<file path="config.mk">
export PLATFORM = sky130hd
export DESIGN_NAME = ail_top
export DESIGN_NICKNAME = d
export VERILOG_FILES = /design/src/rtl/ail_pkg.sv /design/src/rtl/ail_div.sv /design/src/rtl/ail_top.sv
export VERILOG_INCLUDE_DIRS = /design/src /design/src/rtl
export SDC_FILE = /design/constraint.sdc
export NUM_CORES = 2
export LEC_CHECK = 0
export ABC_AREA = 1
export CORE_AREA = 2 2 353 355
export CTS_CLUSTER_DIAMETER = 100
export CTS_CLUSTER_SIZE = 14
export DETAILED_ROUTE_END_ITERATION = 8
export DIE_AREA = 0 0 355 357
export DONT_BUFFER_PORTS = 1
export PLACE_DENSITY_LB_ADDON = 0.25
export SLEW_MARGIN = 20
export SYNTH_ARGS = -nofsm -noshare
export SYNTH_HDL_FRONTEND = slang
export SYNTH_SLANG_ARGS = --single-unit
</file>
<file path="constraint.sdc">
create_clock -name aclk -period 10.1 [get_ports aclk]
set_input_delay 0.505 -clock aclk [delete_from_list [all_inputs] [get_ports aclk]]
set_output_delay 0.505 -clock aclk [all_outputs]
set_load 0.03 [all_outputs]
</file>
<file path="src/rtl/ail_cfg.svh">
`ifndef AIL_CFG_SVH
`define AIL_CFG_SVH

// ----------------------------------------
// Register byte offsets
// ----------------------------------------
`define AIL_A_CTRL 8'h00
`define AIL_A_SYNC 8'h04
`define AIL_A_CGAIN 8'h08
`define AIL_A_IGAIN 8'h0C
`define AIL_A_RATIO 8'h10
`define AIL_A_REF 8'h14
`define AIL_A_WX 8'h18
`define AIL_A_WY 8'h1C
`define AIL_A_STAT 8'h20

// ----------------------------------------
// Field positions
// ----------------------------------------
`define AIL_B_COUPLE 0
`define AIL_B_REV 1
`define AIL_B_SEL 2
`define AIL_B_BUSY 16
`define AIL_B_USABLE 17
`define AIL_F_B0 7:0
`define AIL_F_B1 15:8
`define AIL_F_H0 15:0
`define AIL_F_H1 31:16

// ----------------------------------------
// Reset values
// ----------------------------------------
`define AIL_R_SYNC 8'h40
`define AIL_R_CGAIN 8'h80
`define AIL_R_IGAIN 8'h00
`define AIL_R_RATIO 8'h50
`define AIL_R_REF 8'h80
`define AIL_R_X0 16'h01E0
`define AIL_R_X1 16'h05A0
`define AIL_R_Y0 16'h010E
`define AIL_R_Y1 16'h032A

// ----------------------------------------
// Limits, scaling and timing
// ----------------------------------------
`define AIL_RATIO_MIN 8'h14
`define AIL_RATIO_MAX 8'hA0
`define AIL_LVL_MAX 8'hFF
`define AIL_REV_SH 8
`define AIL_CG_SH 7
`define AIL_INT_SH 20
`define AIL_HS_NS 4700
`define AIL_CLK_NS 4
`define AIL_OKAY 2'h0
`define AIL_SLVERR 2'h2

`endif

</file>
<file path="src/rtl/ail_pkg.sv">
package ail_pkg;

  typedef enum logic [1:0] {
    AIL_IRIS_VIDEO = 2'b00,
    AIL_IRIS_CLOSE = 2'b01,
    AIL_IRIS_OPEN = 2'b10
  } ail_iris_e;

  typedef enum logic [1:0] {
    AIL_EXP_CONT = 2'b00,
    AIL_EXP_PREDUMP = 2'b01,
    AIL_EXP_TRIG = 2'b10,
    AIL_EXP_OTHER = 2'b11
  } ail_exp_e;

  typedef enum logic [2:0] {
    AIL_ST_IDLE = 3'b000,
    AIL_ST_AVG = 3'b001,
    AIL_ST_REV = 3'b010,
    AIL_ST_GAIN = 3'b011
  } ail_state_e;

  typedef struct packed {
    logic couple;
    logic rev;
    ail_iris_e sel;
    logic [7:0] sync;
    logic [7:0] cgain;
    logic [7:0] igain;
    logic [7:0] ratio;
    logic [7:0] gref;
    logic [15:0] x0;
    logic [15:0] x1;
    logic [15:0] y0;
    logic [15:0] y1;
  } ail_cfg_s;

endpackage : ail_pkg

</file>
<file path="src/rtl/ail_div.sv">
`timescale 1ns/1ns
module ail_div #(
  parameter int W = 32
) (
  // Clock and reset
  input wire logic aclk,
  input wire logic aresetn,
  // Request
  input wire logic start,
  input wire logic [W-1:0] num,
  input wire logic [W-1:0] den,
  // Result
  output logic busy,
  output logic done,
  output logic [W-1:0] quo
);
  localparam int KW = $clog2(W + 1);
  logic [W-1:0] n_q;
  logic [W-1:0] d_q;
  logic [W:0] r_q;
  logic [KW-1:0] k_q;
  logic [W:0] r_sh;
  logic [W:0] trial;

  always_comb begin
    r_sh = {r_q[W-1:0], n_q[W-1]};
    trial = r_sh - {1'b0, d_q};
  end

  // Restoring division, one quotient bit per cycle
  always_ff @(posedge aclk) begin
    if (!aresetn) begin
      busy <= 1'b0;
      done <= 1'b0;
      quo <= '0;
      n_q <= '0;
      d_q <= '0;
      r_q <= '0;
      k_q <= '0;
    end else begin
      done <= 1'b0;
      if (start && !busy) begin
        n_q <= num;
        d_q <= (den == '0) ? W'(1) : den;
        r_q <= '0;
        k_q <= KW'(W);
        busy <= 1'b1;
      end else if (busy) begin
        r_q <= trial[W] ? r_sh : trial;
        n_q <= {n_q[W-2:0], ~trial[W]};
        k_q <= k_q - KW'(1);
        if (k_q == KW'(1)) begin
          busy <= 1'b0;
          done <= 1'b1;
          quo <= {n_q[W-2:0], ~trial[W]};
        end
      end
    end
  end

endmodule : ail_div

</file>
<file path="src/rtl/ail_top.sv">
// Function
// RQ1: Per-frame centre average, held over frame
// RQ2: Composite output with sync on every line
// RQ3: Coupling joins iris to combined light control
// RQ4: Reverse gain divides by front-end gain
// RQ5: Selector: video, forced close, forced open
// RQ6: Eight-bit sync amplitude, 0 to 255
// RQ7: Separate control gain 0 to 255
// RQ8: Interpolation gain smooths levels between frames
// RQ9: Calculation ratio 20 to 160 scales interpolation
// RQ10: Interpolation relative to gain reference target
// RQ11: Output usable only continuous or pre-dump
// RQ12: Settings take effect at frame boundary
`timescale 1ns/1ns
`include "ail_cfg.svh"
module ail_top
  import ail_pkg::*;
#(
  parameter int AW = 8,
  parameter int PW = 8
) (
  // Clock and reset
  input wire logic aclk,
  input wire logic aresetn,
  // AXI4-Lite write
  input wire logic [AW-1:0] s_axi_awaddr,
  input wire logic s_axi_awvalid,
  output logic s_axi_awready,
  input wire logic [31:0] s_axi_wdata,
  input wire logic [3:0] s_axi_wstrb,
  input wire logic s_axi_wvalid,
  output logic s_axi_wready,
  output logic [1:0] s_axi_bresp,
  output logic s_axi_bvalid,
  input wire logic s_axi_bready,
  // AXI4-Lite read
  input wire logic [AW-1:0] s_axi_araddr,
  input wire logic s_axi_arvalid,
  output logic s_axi_arready,
  output logic [31:0] s_axi_rdata,
  output logic [1:0] s_axi_rresp,
  output logic s_axi_rvalid,
  input wire logic s_axi_rready,
  // Video timing and pixels
  input wire logic vid_fval,
  input wire logic vid_lval,
  input wire logic vid_dval,
  input wire logic [PW-1:0] vid_pix,
  // Camera state
  input wire logic [15:0] afe_gain,
  input wire ail_exp_e exp_mode,
  // Iris output
  output logic [7:0] iris_level,
  output logic [8:0] iris_video,
  output logic iris_usable,
  // Combined light control
  output logic alc_coupled,
  output logic signed [9:0] alc_iris_err
);

  localparam logic [10:0] HS_LOAD = 11'(`AIL_HS_NS / `AIL_CLK_NS);

  // ----------------------------------------
  // Functions
  // ----------------------------------------
  function automatic logic [31:0] wr_merge(input logic [31:0] o,
      input logic [31:0] d, input logic [3:0] s);
    wr_merge = o;
    for (int i = 0; i < 4; i++) begin
      if (s[i]) begin
        wr_merge[8*i +: 8] = d[8*i +: 8];
      end
    end
  endfunction : wr_merge

  function automatic logic [7:0] clamp8(input logic signed [31:0] v);
    if (v < 0) begin
      clamp8 = 8'h00;
    end else if (v > $signed({24'h0, `AIL_LVL_MAX})) begin
      clamp8 = `AIL_LVL_MAX;
    end else begin
      clamp8 = v[7:0];
    end
  endfunction : clamp8

  function automatic logic is_map(input logic [AW-1:0] a);
    case (a)
      `AIL_A_CTRL, `AIL_A_SYNC, `AIL_A_CGAIN, `AIL_A_IGAIN,
      `AIL_A_RATIO, `AIL_A_REF, `AIL_A_WX, `AIL_A_WY,
      `AIL_A_STAT: is_map = 1'b1;
      default: is_map = 1'b0;
    endcase
  endfunction : is_map

  function automatic logic [31:0] rd_of(input logic [AW-1:0] a,
      input ail_cfg_s c, input logic [31:0] st);
    rd_of = 32'h0;
    case (a)
      `AIL_A_CTRL: begin
        rd_of[`AIL_B_COUPLE] = c.couple;
        rd_of[`AIL_B_REV] = c.rev;
        rd_of[`AIL_B_SEL +: 2] = c.sel;
      end
      `AIL_A_SYNC: rd_of[`AIL_F_B0] = c.sync;
      `AIL_A_CGAIN: rd_of[`AIL_F_B0] = c.cgain;
      `AIL_A_IGAIN: rd_of[`AIL_F_B0] = c.igain;
      `AIL_A_RATIO: rd_of[`AIL_F_B0] = c.ratio;
      `AIL_A_REF: rd_of[`AIL_F_B0] = c.gref;
      `AIL_A_WX: rd_of = {c.x1, c.x0};
      `AIL_A_WY: rd_of = {c.y1, c.y0};
      `AIL_A_STAT: rd_of = st;
      default: rd_of = 32'h0;
    endcase
  endfunction : rd_of

  // ----------------------------------------
  // Declarations
  // ----------------------------------------
  ail_cfg_s cfg_q;
  ail_cfg_s cfg_s_q;
  ail_state_e st_q;
  logic aw_have_q;
  logic w_have_q;
  logic [AW-1:0] aw_addr_q;
  logic [31:0] w_data_q;
  logic [3:0] w_strb_q;
  logic wr_go;
  logic [31:0] wd;
  logic [31:0] stat;
  logic fval_q;
  logic lval_q;
  logic f_rise;
  logic f_fall;
  logic l_rise;
  logic l_fall;
  logic [15:0] x_q;
  logic [15:0] y_q;
  logic in_win;
  logic [31:0] sum_q;
  logic [31:0] cnt_q;
  logic div_start;
  logic [31:0] div_num;
  logic [31:0] div_den;
  logic div_done;
  logic [31:0] div_quo;
  logic [7:0] quo8;
  logic [7:0] avg_q;
  logic [7:0] lvl_q;
  logic signed [31:0] dg;
  logic signed [9:0] tgt_q;
  logic signed [9:0] c_q;
  logic signed [10:0] diff;
  logic [15:0] k_int;
  logic signed [31:0] prod;
  logic signed [31:0] step;
  logic usable_q;
  logic tgt_upd_q;
  logic [10:0] hs_q;

  // ----------------------------------------
  // AXI4-Lite slave
  // ----------------------------------------
  assign s_axi_awready = !aw_have_q && !s_axi_bvalid;
  assign s_axi_wready = !w_have_q && !s_axi_bvalid;
  assign s_axi_arready = !s_axi_rvalid;
  assign wr_go = aw_have_q && w_have_q && !s_axi_bvalid;
  assign wd = wr_merge(rd_of(aw_addr_q, cfg_q, stat), w_data_q, w_strb_q);
  assign stat = {14'h0, usable_q, st_q != AIL_ST_IDLE, iris_level, avg_q};

  always_ff @(posedge aclk) begin
    if (!aresetn) begin
      aw_have_q <= 1'b0;
      w_have_q <= 1'b0;
      aw_addr_q <= '0;
      w_data_q <= 32'h0;
      w_strb_q <= 4'h0;
      s_axi_bvalid <= 1'b0;
      s_axi_bresp <= `AIL_OKAY;
    end else begin
      if (s_axi_awvalid && s_axi_awready) begin
        aw_have_q <= 1'b1;
        aw_addr_q <= s_axi_awaddr;
      end
      if (s_axi_wvalid && s_axi_wready) begin
        w_have_q <= 1'b1;
        w_data_q <= s_axi_wdata;
        w_strb_q <= s_axi_wstrb;
      end
      if (wr_go) begin
        aw_have_q <= 1'b0;
        w_have_q <= 1'b0;
        s_axi_bvalid <= 1'b1;
        s_axi_bresp <= is_map(aw_addr_q) ? `AIL_OKAY : `AIL_SLVERR;
      end else if (s_axi_bvalid && s_axi_bready) begin
        s_axi_bvalid <= 1'b0;
      end
    end
  end

  always_ff @(posedge aclk) begin
    if (!aresetn) begin
      s_axi_rvalid <= 1'b0;
      s_axi_rdata <= 32'h0;
      s_axi_rresp <= `AIL_OKAY;
    end else if (s_axi_arvalid && s_axi_arready) begin
      s_axi_rvalid <= 1'b1;
      s_axi_rdata <= rd_of(s_axi_araddr, cfg_q, stat);
      s_axi_rresp <= is_map(s_axi_araddr) ? `AIL_OKAY : `AIL_SLVERR;
    end else if (s_axi_rvalid && s_axi_rready) begin
      s_axi_rvalid <= 1'b0;
    end
  end

  // Live settings, written by software
  always_ff @(posedge aclk) begin
    if (!aresetn) begin
      cfg_q <= '{couple: 1'b0, rev: 1'b0, sel: AIL_IRIS_VIDEO,
                 sync: `AIL_R_SYNC, cgain: `AIL_R_CGAIN,
                 igain: `AIL_R_IGAIN, ratio: `AIL_R_RATIO,
                 gref: `AIL_R_REF, x0: `AIL_R_X0, x1: `AIL_R_X1,
                 y0: `AIL_R_Y0, y1: `AIL_R_Y1};
    end else if (wr_go) begin
      case (aw_addr_q)
        `AIL_A_CTRL: begin
          cfg_q.couple <= wd[`AIL_B_COUPLE]; // [RQ3]
          cfg_q.rev <= wd[`AIL_B_REV]; // [RQ4]
          cfg_q.sel <= ail_iris_e'(wd[`AIL_B_SEL +: 2]); // [RQ5]
        end
        `AIL_A_SYNC: cfg_q.sync <= wd[`AIL_F_B0]; // [RQ6]
        `AIL_A_CGAIN: cfg_q.cgain <= wd[`AIL_F_B0]; // [RQ7]
        `AIL_A_IGAIN: cfg_q.igain <= wd[`AIL_F_B0]; // [RQ8]
        `AIL_A_RATIO: begin
          if (wd[`AIL_F_B0] < `AIL_RATIO_MIN) begin
            cfg_q.ratio <= `AIL_RATIO_MIN; // [RQ9]
          end else if (wd[`AIL_F_B0] > `AIL_RATIO_MAX) begin
            cfg_q.ratio <= `AIL_RATIO_MAX; // [RQ9]
          end else begin
            cfg_q.ratio <= wd[`AIL_F_B0];
          end
        end
        `AIL_A_REF: cfg_q.gref <= wd[`AIL_F_B0]; // [RQ10]
        `AIL_A_WX: begin
          cfg_q.x0 <= wd[`AIL_F_H0];
          cfg_q.x1 <= wd[`AIL_F_H1];
        end
        `AIL_A_WY: begin
          cfg_q.y0 <= wd[`AIL_F_H0];
          cfg_q.y1 <= wd[`AIL_F_H1];
        end
        default: ;
      endcase
    end
  end

  // ----------------------------------------
  // Frame timing and centre accumulation
  // ----------------------------------------
  assign f_rise = vid_fval && !fval_q;
  assign f_fall = !vid_fval && fval_q;
  assign l_rise = vid_lval && !lval_q;
  assign l_fall = !vid_lval && lval_q;
  assign in_win = x_q >= cfg_s_q.x0 && x_q < cfg_s_q.x1 &&
                  y_q >= cfg_s_q.y0 && y_q < cfg_s_q.y1;

  always_ff @(posedge aclk) begin
    if (!aresetn) begin
      fval_q <= 1'b0;
      lval_q <= 1'b0;
      cfg_s_q <= '0;
    end else begin
      fval_q <= vid_fval;
      lval_q <= vid_lval;
      if (f_rise) begin
        cfg_s_q <= cfg_q; // [RQ12]
      end
    end
  end

  always_ff @(posedge aclk) begin
    if (!aresetn) begin
      x_q <= 16'h0;
      y_q <= 16'h0;
    end else begin
      x_q <= vid_lval ? x_q + 16'(vid_dval) : 16'h0;
      y_q <= f_rise ? 16'h0 : y_q + 16'(l_fall);
    end
  end

  always_ff @(posedge aclk) begin
    if (!aresetn) begin
      sum_q <= 32'h0;
      cnt_q <= 32'h0;
    end else if (f_rise) begin
      sum_q <= 32'h0;
      cnt_q <= 32'h0;
    end else if (vid_fval && vid_lval && vid_dval && in_win) begin
      sum_q <= sum_q + 32'(vid_pix); // [RQ1]
      cnt_q <= cnt_q + 32'h1;
    end
  end

  // ----------------------------------------
  // Frame-end calculation
  // ----------------------------------------
  assign quo8 = clamp8($signed(div_quo));
  assign div_start = (st_q == AIL_ST_IDLE && f_fall) ||
                     (st_q == AIL_ST_AVG && div_done && cfg_s_q.rev);
  assign div_num = (st_q == AIL_ST_IDLE) ? sum_q :
                   32'(quo8) << `AIL_REV_SH; // [RQ4]
  assign div_den = (st_q == AIL_ST_IDLE) ? cnt_q : 32'(afe_gain);
  assign dg = ($signed(32'(lvl_q)) - $signed(32'(cfg_s_q.gref))) *
              $signed(32'(cfg_s_q.cgain)) >>> `AIL_CG_SH; // [RQ7]

  ail_div #(
    .W(32)
  ) u_div (
    .aclk(aclk),
    .aresetn(aresetn),
    .start(div_start),
    .num(div_num),
    .den(div_den),
    .busy(),
    .done(div_done),
    .quo(div_quo)
  );

  always_ff @(posedge aclk) begin
    if (!aresetn) begin
      st_q <= AIL_ST_IDLE;
      avg_q <= 8'h00;
      lvl_q <= 8'h00;
      tgt_q <= '0;
    end else begin
      case (st_q)
        AIL_ST_IDLE: begin
          if (f_fall) begin
            st_q <= AIL_ST_AVG;
          end
        end
        AIL_ST_AVG: begin
          if (div_done) begin
            avg_q <= quo8; // [RQ1]
            lvl_q <= quo8;
            st_q <= cfg_s_q.rev ? AIL_ST_REV : AIL_ST_GAIN; // [RQ4]
          end
        end
        AIL_ST_REV: begin
          if (div_done) begin
            lvl_q <= quo8; // [RQ4]
            st_q <= AIL_ST_GAIN;
          end
        end
        AIL_ST_GAIN: begin
          if (dg < -$signed(32'(`AIL_LVL_MAX))) begin
            tgt_q <= -$signed(10'(`AIL_LVL_MAX));
          end else if (dg > $signed(32'(`AIL_LVL_MAX))) begin
            tgt_q <= $signed(10'(`AIL_LVL_MAX));
          end else begin
            tgt_q <= dg[9:0]; // [RQ10]
          end
          st_q <= AIL_ST_IDLE;
        end
        default: st_q <= AIL_ST_IDLE;
      endcase
    end
  end

  // ----------------------------------------
  // Interpolation between frames
  // ----------------------------------------
  always_comb begin
    diff = 11'(tgt_q) - 11'(c_q);
    k_int = 16'(cfg_s_q.igain) * 16'(cfg_s_q.ratio); // [RQ9]
    prod = $signed(32'(diff)) * $signed({16'h0, k_int});
    step = prod >>> `AIL_INT_SH;
    if (step == 0) begin
      step = (diff > 0) ? 32'sd1 : -32'sd1;
    end
  end

  // Target is written in the gain state, so take it one cycle later
  always_ff @(posedge aclk) begin
    if (!aresetn) begin
      tgt_upd_q <= 1'b0;
    end else begin
      tgt_upd_q <= st_q == AIL_ST_GAIN;
    end
  end

  always_ff @(posedge aclk) begin
    if (!aresetn) begin
      c_q <= '0;
    end else if (cfg_s_q.igain == 8'h00) begin
      if (tgt_upd_q) begin
        c_q <= tgt_q; // [RQ1]
      end
    end else if (l_rise && c_q != tgt_q) begin
      c_q <= c_q + step[9:0]; // [RQ8]
    end
  end

  // ----------------------------------------
  // Composite iris output
  // ----------------------------------------
  assign iris_usable = usable_q;
  assign alc_coupled = cfg_s_q.couple;

  always_ff @(posedge aclk) begin
    if (!aresetn) begin
      usable_q <= 1'b0;
      iris_level <= 8'h00;
      alc_iris_err <= '0;
    end else begin
      usable_q <= exp_mode == AIL_EXP_CONT ||
                  exp_mode == AIL_EXP_PREDUMP; // [RQ11]
      alc_iris_err <= cfg_s_q.couple ? c_q : 10'sd0; // [RQ3]
      if (usable_q) begin
        case (cfg_s_q.sel)
          AIL_IRIS_CLOSE: iris_level <= 8'h00; // [RQ5]
          AIL_IRIS_OPEN: iris_level <= `AIL_LVL_MAX; // [RQ5]
          default: iris_level <= clamp8($signed(32'(cfg_s_q.gref)) +
                                        $signed(32'(c_q))); // [RQ10]
        endcase
      end
    end
  end

  always_ff @(posedge aclk) begin
    if (!aresetn) begin
      hs_q <= 11'h0;
      iris_video <= 9'h000;
    end else begin
      hs_q <= l_rise ? HS_LOAD : hs_q - 11'(hs_q != 11'h0);
      iris_video <= (hs_q != 11'h0) ? 9'h000 :
                    {1'b0, cfg_s_q.sync} + {1'b0, iris_level}; // [RQ2]
    end
  end
endmodule : ail_top

</file>
# --- Yosys cells after proc, flatten, opt, wreduce, memory -nomap -nowiden ---
# Index checks and enable logic that the tools add are counted.
op_classes:
  n_addsub: 12
  multipliers: 3
  n_reduce_logical: 72
  n_eq_ne: 28
  bitwise_logic: 4
  muxes: 54
  n_lt_le_gt_ge: 13
op_table:
  columns: ["operator", "count"]
  rows:
  - ["2-to-1 mux 32 bit", 6]
  - ["2-to-1 mux 8 bit", 10]
  - ["one-hot mux 24 bit (3 select lines)", 1]
  - ["one-hot mux 4 bit (9 select lines)", 2]
  - ["2-to-1 mux 10 bit", 7]
  - ["equality test 8 x 5 -> 1 bit (second input constant)", 8]
  - ["zero test 32 bit", 2]
  - ["one-hot mux 4 bit (8 select lines)", 2]
  - ["subtractor 33 x 32 -> 33 bit", 1]
  - ["adder 16 x 1 -> 16 bit", 2]
  - ["adder 32 x 1 -> 32 bit (second input constant)", 1]
  - ["adder 32 x 8 -> 32 bit", 1]
  - ["equality test 8 x 4 -> 1 bit (second input constant)", 4]
  - [">= comparator 16 bit", 2]
  - ["greater-than comparator 32 x 9 -> 1 bit (second input constant)", 1]
  - ["< comparator 16 bit", 2]
  - ["< comparator 32 x 1 -> 1 bit (second input constant)", 1]
  - ["multiplier 11 x 17 -> 28 bit", 1]
  - ["AND reduction 2 bit", 13]
  - ["logical AND 1 bit", 24]
  - ["zero test 8 bit", 3]
  - ["2-to-1 mux 24 bit", 1]
  - ["greater-than comparator 11 x 9 -> 1 bit (second input constant)", 2]
  - ["multiplier 9 x 9 -> 18 bit", 1]
  - ["other kinds (42)", 88]
totals:
  regBits: 613
  out_inout_bits: 70
  elab_cells: 246
  in_bits: 88

# --- Logic depth before layout (Yosys ltp) ---
depth:
  depth_word: 7
  ltp_mapped: 63
  depth_no_buf: 62

# --- By module ---
# Synthesis repeated with hierarchy kept, for this count alone.
unflattened:
  cells_unflattened: 6475
  hier_area_um2: 44152.3
by_module_without_submodules:
  columns: ["module", "cells_each", "seq_area_each_um2", "n_inst", "area_each_um2"]
  rows:
  - ["ail_top", 5149, 9489.1, 1, 35947.0]
  - ["ail_div", 1326, 2722.6, 1, 8205.4]

# --- Worst setup path after synthesis ---
# No wires, ideal clock.
synth_timing:
  path_kind: "register to register"
  from: "register cfg_s_q[80] (netlist name)"
  to: "register c_q[8]"
  path_buffers: 1
  setup_slack_ns: -0.172
  stages_incl_launch_ff: 56
  setup_ns: 0.132
  t_required_ns: 9.968
  period_less_slack_ns: 10.272
  arrival_time_ns: 10.140
  cell_sequence: "dfxtp_1 > clkbuf_1 > nand2_1 > fa_1 > fa_1 > inv_1 > fa_1 > inv_1 > fa_1 > inv_1 > ha_1 > inv_1 > nor3_1 > a21oi_1 > or2_2 > nand2_1 > a21oi_1 > or2_2 > [... 20 more ...] > nor2_4 > inv_2 > nor2_4 > nand2_1 > nand2_1 > ha_1 > fa_1 > a21oi_1 > o21ai_0 > nand2_1 > nand2_1 > a21oi_1 > nor2_1 > o21a_1 > nor2_1 > xnor2_1 > o21ai_0 > a21oi_1"
synth_via:
  elab_chain_len: 7
  elab_cells_between_ends: 11
  classes_between: "add/sub: 1; mul: 2; eq/ne: 1; mux: 3; reduce/logical: 4"
synth_rtl:
  columns: ["element", "line_no", "source"]
  rows:
  - ["start, declared", "ail_top.sv:120", "ail_cfg_s cfg_s_q;"]
  - ["start signal, assigned", "ail_top.sv:274", "cfg_s_q <= cfg_q;"]
  - ["multiplier 8 x 8 -> 16 bit", "ail_top.sv:373", "k_int = 16'(cfg_s_q.igain) * 16'(cfg_s_q.ratio);"]
  - ["multiplier 11 x 17 -> 28 bit", "ail_top.sv:374", "prod = $signed(32'(diff)) * $signed({16'h0, k_int});"]
  - ["zero test 32 bit", "ail_top.sv:376", "if (step == 0) begin"]
  - ["2-to-1 mux 10 bit", "ail_top.sv:376", null]
  - ["adder 10 bit", "ail_top.sv:398", "c_q <= c_q + step[9:0];"]
  - ["2-to-1 mux 10 bit", "ail_top.sv:397", "end else if (l_rise && c_q != tgt_q) begin"]
  - ["2-to-1 mux 10 bit", "ail_top.sv:393", "end else if (cfg_s_q.igain == 8'h00) begin"]
  - ["end signal, assigned", "ail_top.sv:395", "c_q <= tgt_q;"]
  - ["end signal, assigned", "ail_top.sv:398", null]
  - ["end, declared", "ail_top.sv:151", "logic signed [9:0] c_q;"]
# Several ways; a longest one is shown, not always the timed one. The select of a mux whose other input is x is not followed.
# A chain may end at the register's enable or synchronous reset.

# --- Worst setup path in the final report ---
layout_timing:
  from: "register cfg_s_q[84] (netlist name)"
  to: "register c_q[8]"
# Same word-level chain as after synthesis.

==> flow_metrics.py <==
metrics = {
    "clock_network": {
        "tritoncts": "built",
        "cts_made_buffers": 52,
        "root_buffer": "clkbuf_16",
        "clk_latency_ps": 650,
        "clk_path_buf_depth": 3,
        "h-tree-depth": 2,
        "clk_pin_slew_worst_paths_ps": 70,
        "cts_sinks": 610,
    },
    "floorplan": {
        "pin_count": 158,
        "die_area_um2": 127000,
        "core_area_um2": 123000,
        "start_util": 0.348,
        "rows": 129,
        "die_y_um": 357,
        "die_w_um": 355,
    },
    "flow_run": {
        "max_cap_viol_count": 0,
    },
    "synthesis": {
        "synth_cell_types": 66,
        "synth_most_common_cell": "nand2_1",
        "netlist_area_um2": 42700,
        "synthCells": 6035,
        "ys_top_cells_by_area": "dfxtp_1, fa_1, nand2_1",
        "synthTopCellsByCount": "nand2_1, inv_1, dfxtp_1",
        "ys_ff_latch": 610,
        "synth-edff-count": 0,
        "yosys_warnings": 0,
        "yosys_most_used_dff": "dfxtp_1",
        "yosysSeqAreaShare": 0.286,
        "synth_top_area_frac": 0.286,
        "avgSynthCellArea_um2": 7.08,
        "synth_area_leader_cell": "dfxtp_1",
        "async_flop_share": 0,
    },
    "layout": {
        "regArea_um2": 12200,
        "reg_top3": "cfg_q: 108 flops, cfg_s_q: 107 flops",
        "fin_nets": 6632,
        "areaGrowthSynthToFinish_pct": 10.6,
        "num_antenna_cells": 0,
        "fillers": 13100,
        "multi_input_area_um2": 26000,
        "drive_gt1_frac": 0.0815,
        "largest_reg_flops": 108,
        "max_flop_register": "cfg_q",
    },
    "global_routing": {
        "grt_pass1_vias": 35900,
        "antenna_found_initial": 0,
        "grt_usage": 0.201,
        "grt_pass1_wl_um": 204000,
        "grt_max_degree": 272,
        "gr-total-overflow": 0,
    },
    "sta": {
        "whs_ps": 48.0,
        "worst_slew_pin_slew_ps": 1080,
        "layout_min_cycle_time_ps": 9940,
        "setup_tns_ps": 0,
        "report.final.hold_viol_count": 0,
        "period_share": 0.984,
        "grt_setup_unrepaired": "yes",
        "fmax_mhz": 101,
        "drv_slew": 0,
        "slew_headroom": 0.280,
        "setup_viol": 0,
        "clock_skew_ps": 28.8,
    },
    "drt": {
        "drt.antenna.violating_nets": 0,
        "dr_wl_met2_um": 59700,
        "routed_wl_um": 131000,
        "met3_length_um": 6680,
        "wl_met1_um": 61900,
        "drt_pass1_iterations": 5,
        "drt-initial-drc-count": 2852,
        "post_drt_wl_per_cell_um": 17.1,
        "top_layer": "met4",
        "viasPerCell": 4.95,
        "vias": 37900,
        "drc": 0,
    },
    "setup_path": {
        "critPathMaxStageDelay_ps": 540,
        "startpoint_type": "flip-flop",
        "crit_type": "reg2reg",
        "r2r_start": "cfg_s_q[84]",
        "rr_worst_depth": 51,
        "cp-end-kind": "flip-flop",
        "critPathSlowestCell": "fa_1",
        "cp.required_ps": 10570,
        "cp.arrival_ps": 10410,
        "rrSetupSlack_ps": 160,
        "r2r_end": "c_q[8]",
        "cp-startpoint": "cfg_s_q[84]",
        "cp_max_fo": 8,
        "path_common_cell": "fa_1",
    },
    "place": {
        "port_buffers": 0,
        "gp_congestion": 0.948,
        "dp_hpwl_um": 101000,
    },
    "worst_hold_path": {
        "holdPathEnd": "w_data_q[5]",
        "hold_depth": 2,
        "hp-class": "in2reg",
        "hp-start": "s_axi_wdata[5]",
    },
    "status": {
        "status": "complete, no violations",
    },
}
-- stage by stage --
step | cell area (um2) | util | std cells | setup WS (ps)
finish | 47300 | 0.384 | 7660 | 157
global route | 47300 | 0.384 | 7660 | -294
CTS | 46700 | 0.380 | 7652 | 15.5
detailed placement | 44900 | 0.365 | 7574 | -480
global placement | 44900 | 0.365 | 7574 | -418
floorplan | 42800 | - | 6036 | 20.6
-- cell type report --
type                       count  share of cell area
sequential                   610               0.259
clock inverter                 8             0.00228
timing repair buffer         152              0.0259
tap                         1637              0.0433
inverter                    1135              0.0903
clock buffer                  55              0.0284
multi-input combinational   4063               0.551
-- cells by family (layout without fill, tap and decap cells) --
kind of cell,count (synthesis),in the layout,synth area share
AND/OR/NAND/NOR,2087,2087,0.206
AO/OA/AOI/OAI,1327,1327,0.167
other,1,2,0.0000877
XOR/XNOR,117,117,0.0247
flip-flops,610,610,0.286
buffers and inverters,1363,1350,0.122
adder cells (fa/ha/maj),530,530,0.195
-- per-layer routing --
layer | GRT usage | vias up
li1 | - | 19200
met4 | 0.0415 | 0
met3 | 0.0280 | 136
met5 | 0 | -
met2 | 0.327 | 795
met1 | 0.284 | 17800
-- how the worst max path moves through the flow --
| stage | endpoint |
|---|---|
| 6_report | c_q[8] |
| 5_1_grt | c_q[8] |
| 4_1_cts | c_q[8] |
| 3_5_place_dp | c_q[8] |
| 3_3_place_gp | c_q[8] |
| 2_1_floorplan | c_q[8] |
-- worst max-delay path, delay by kind of cell, from the launching register on --
kind / cells / cell delay, ps
and+or+nand+nor: 22 / 2410
buffers and inverters: 7 / 460
xor gates and xnor gates: 1 / 70
DFF: 1 / 360
AOI/OAI and AO/OA: 9 / 1080
adders and majority gates: 12 / 5400
-- cells in the final DEF (no fill, tap or decap), types with 10 or more instances in the layout --
cell,synthesis,final
nand2_1,1181,1133
inv_1,1107,1079
dfxtp_1,610,598
a21oi_1,593,583
o21ai_0,488,480
nor2_1,459,445
ha_1,304,281
fa_1,226,220
nand3_1,198,195
buf_4,17,129
o22ai_1,97,97
xor2_1,76,74
nand2_2,29,68
nor3_1,63,61
clkbuf_16,0,53
inv_2,23,49
nand4_1,47,47
xnor2_1,37,36
o211ai_1,29,29
nor4_1,24,24
nor2_2,16,21
o21ai_1,18,21
ha_4,0,19
or2_2,16,16
a21oi_2,8,15
nor2_4,4,13
o221ai_1,13,13
a31oi_1,13,12
buf_6,1,12
nand2_4,1,10
nand3b_1,10,10
nor3b_1,10,10
dlygate4sd3_1,0,10
-- timing repair --
item,CTS,global route
gates resized for setup,65,138
hold buffers,10,0
pin swaps,37,100
buffers inserted,5,8
hold endpoints to repair,13,0
endpoints found under the setup margin,7,8
Power is not shown: default switching activity piles up to over one toggle a cycle in this logic, so the estimate is an artifact.
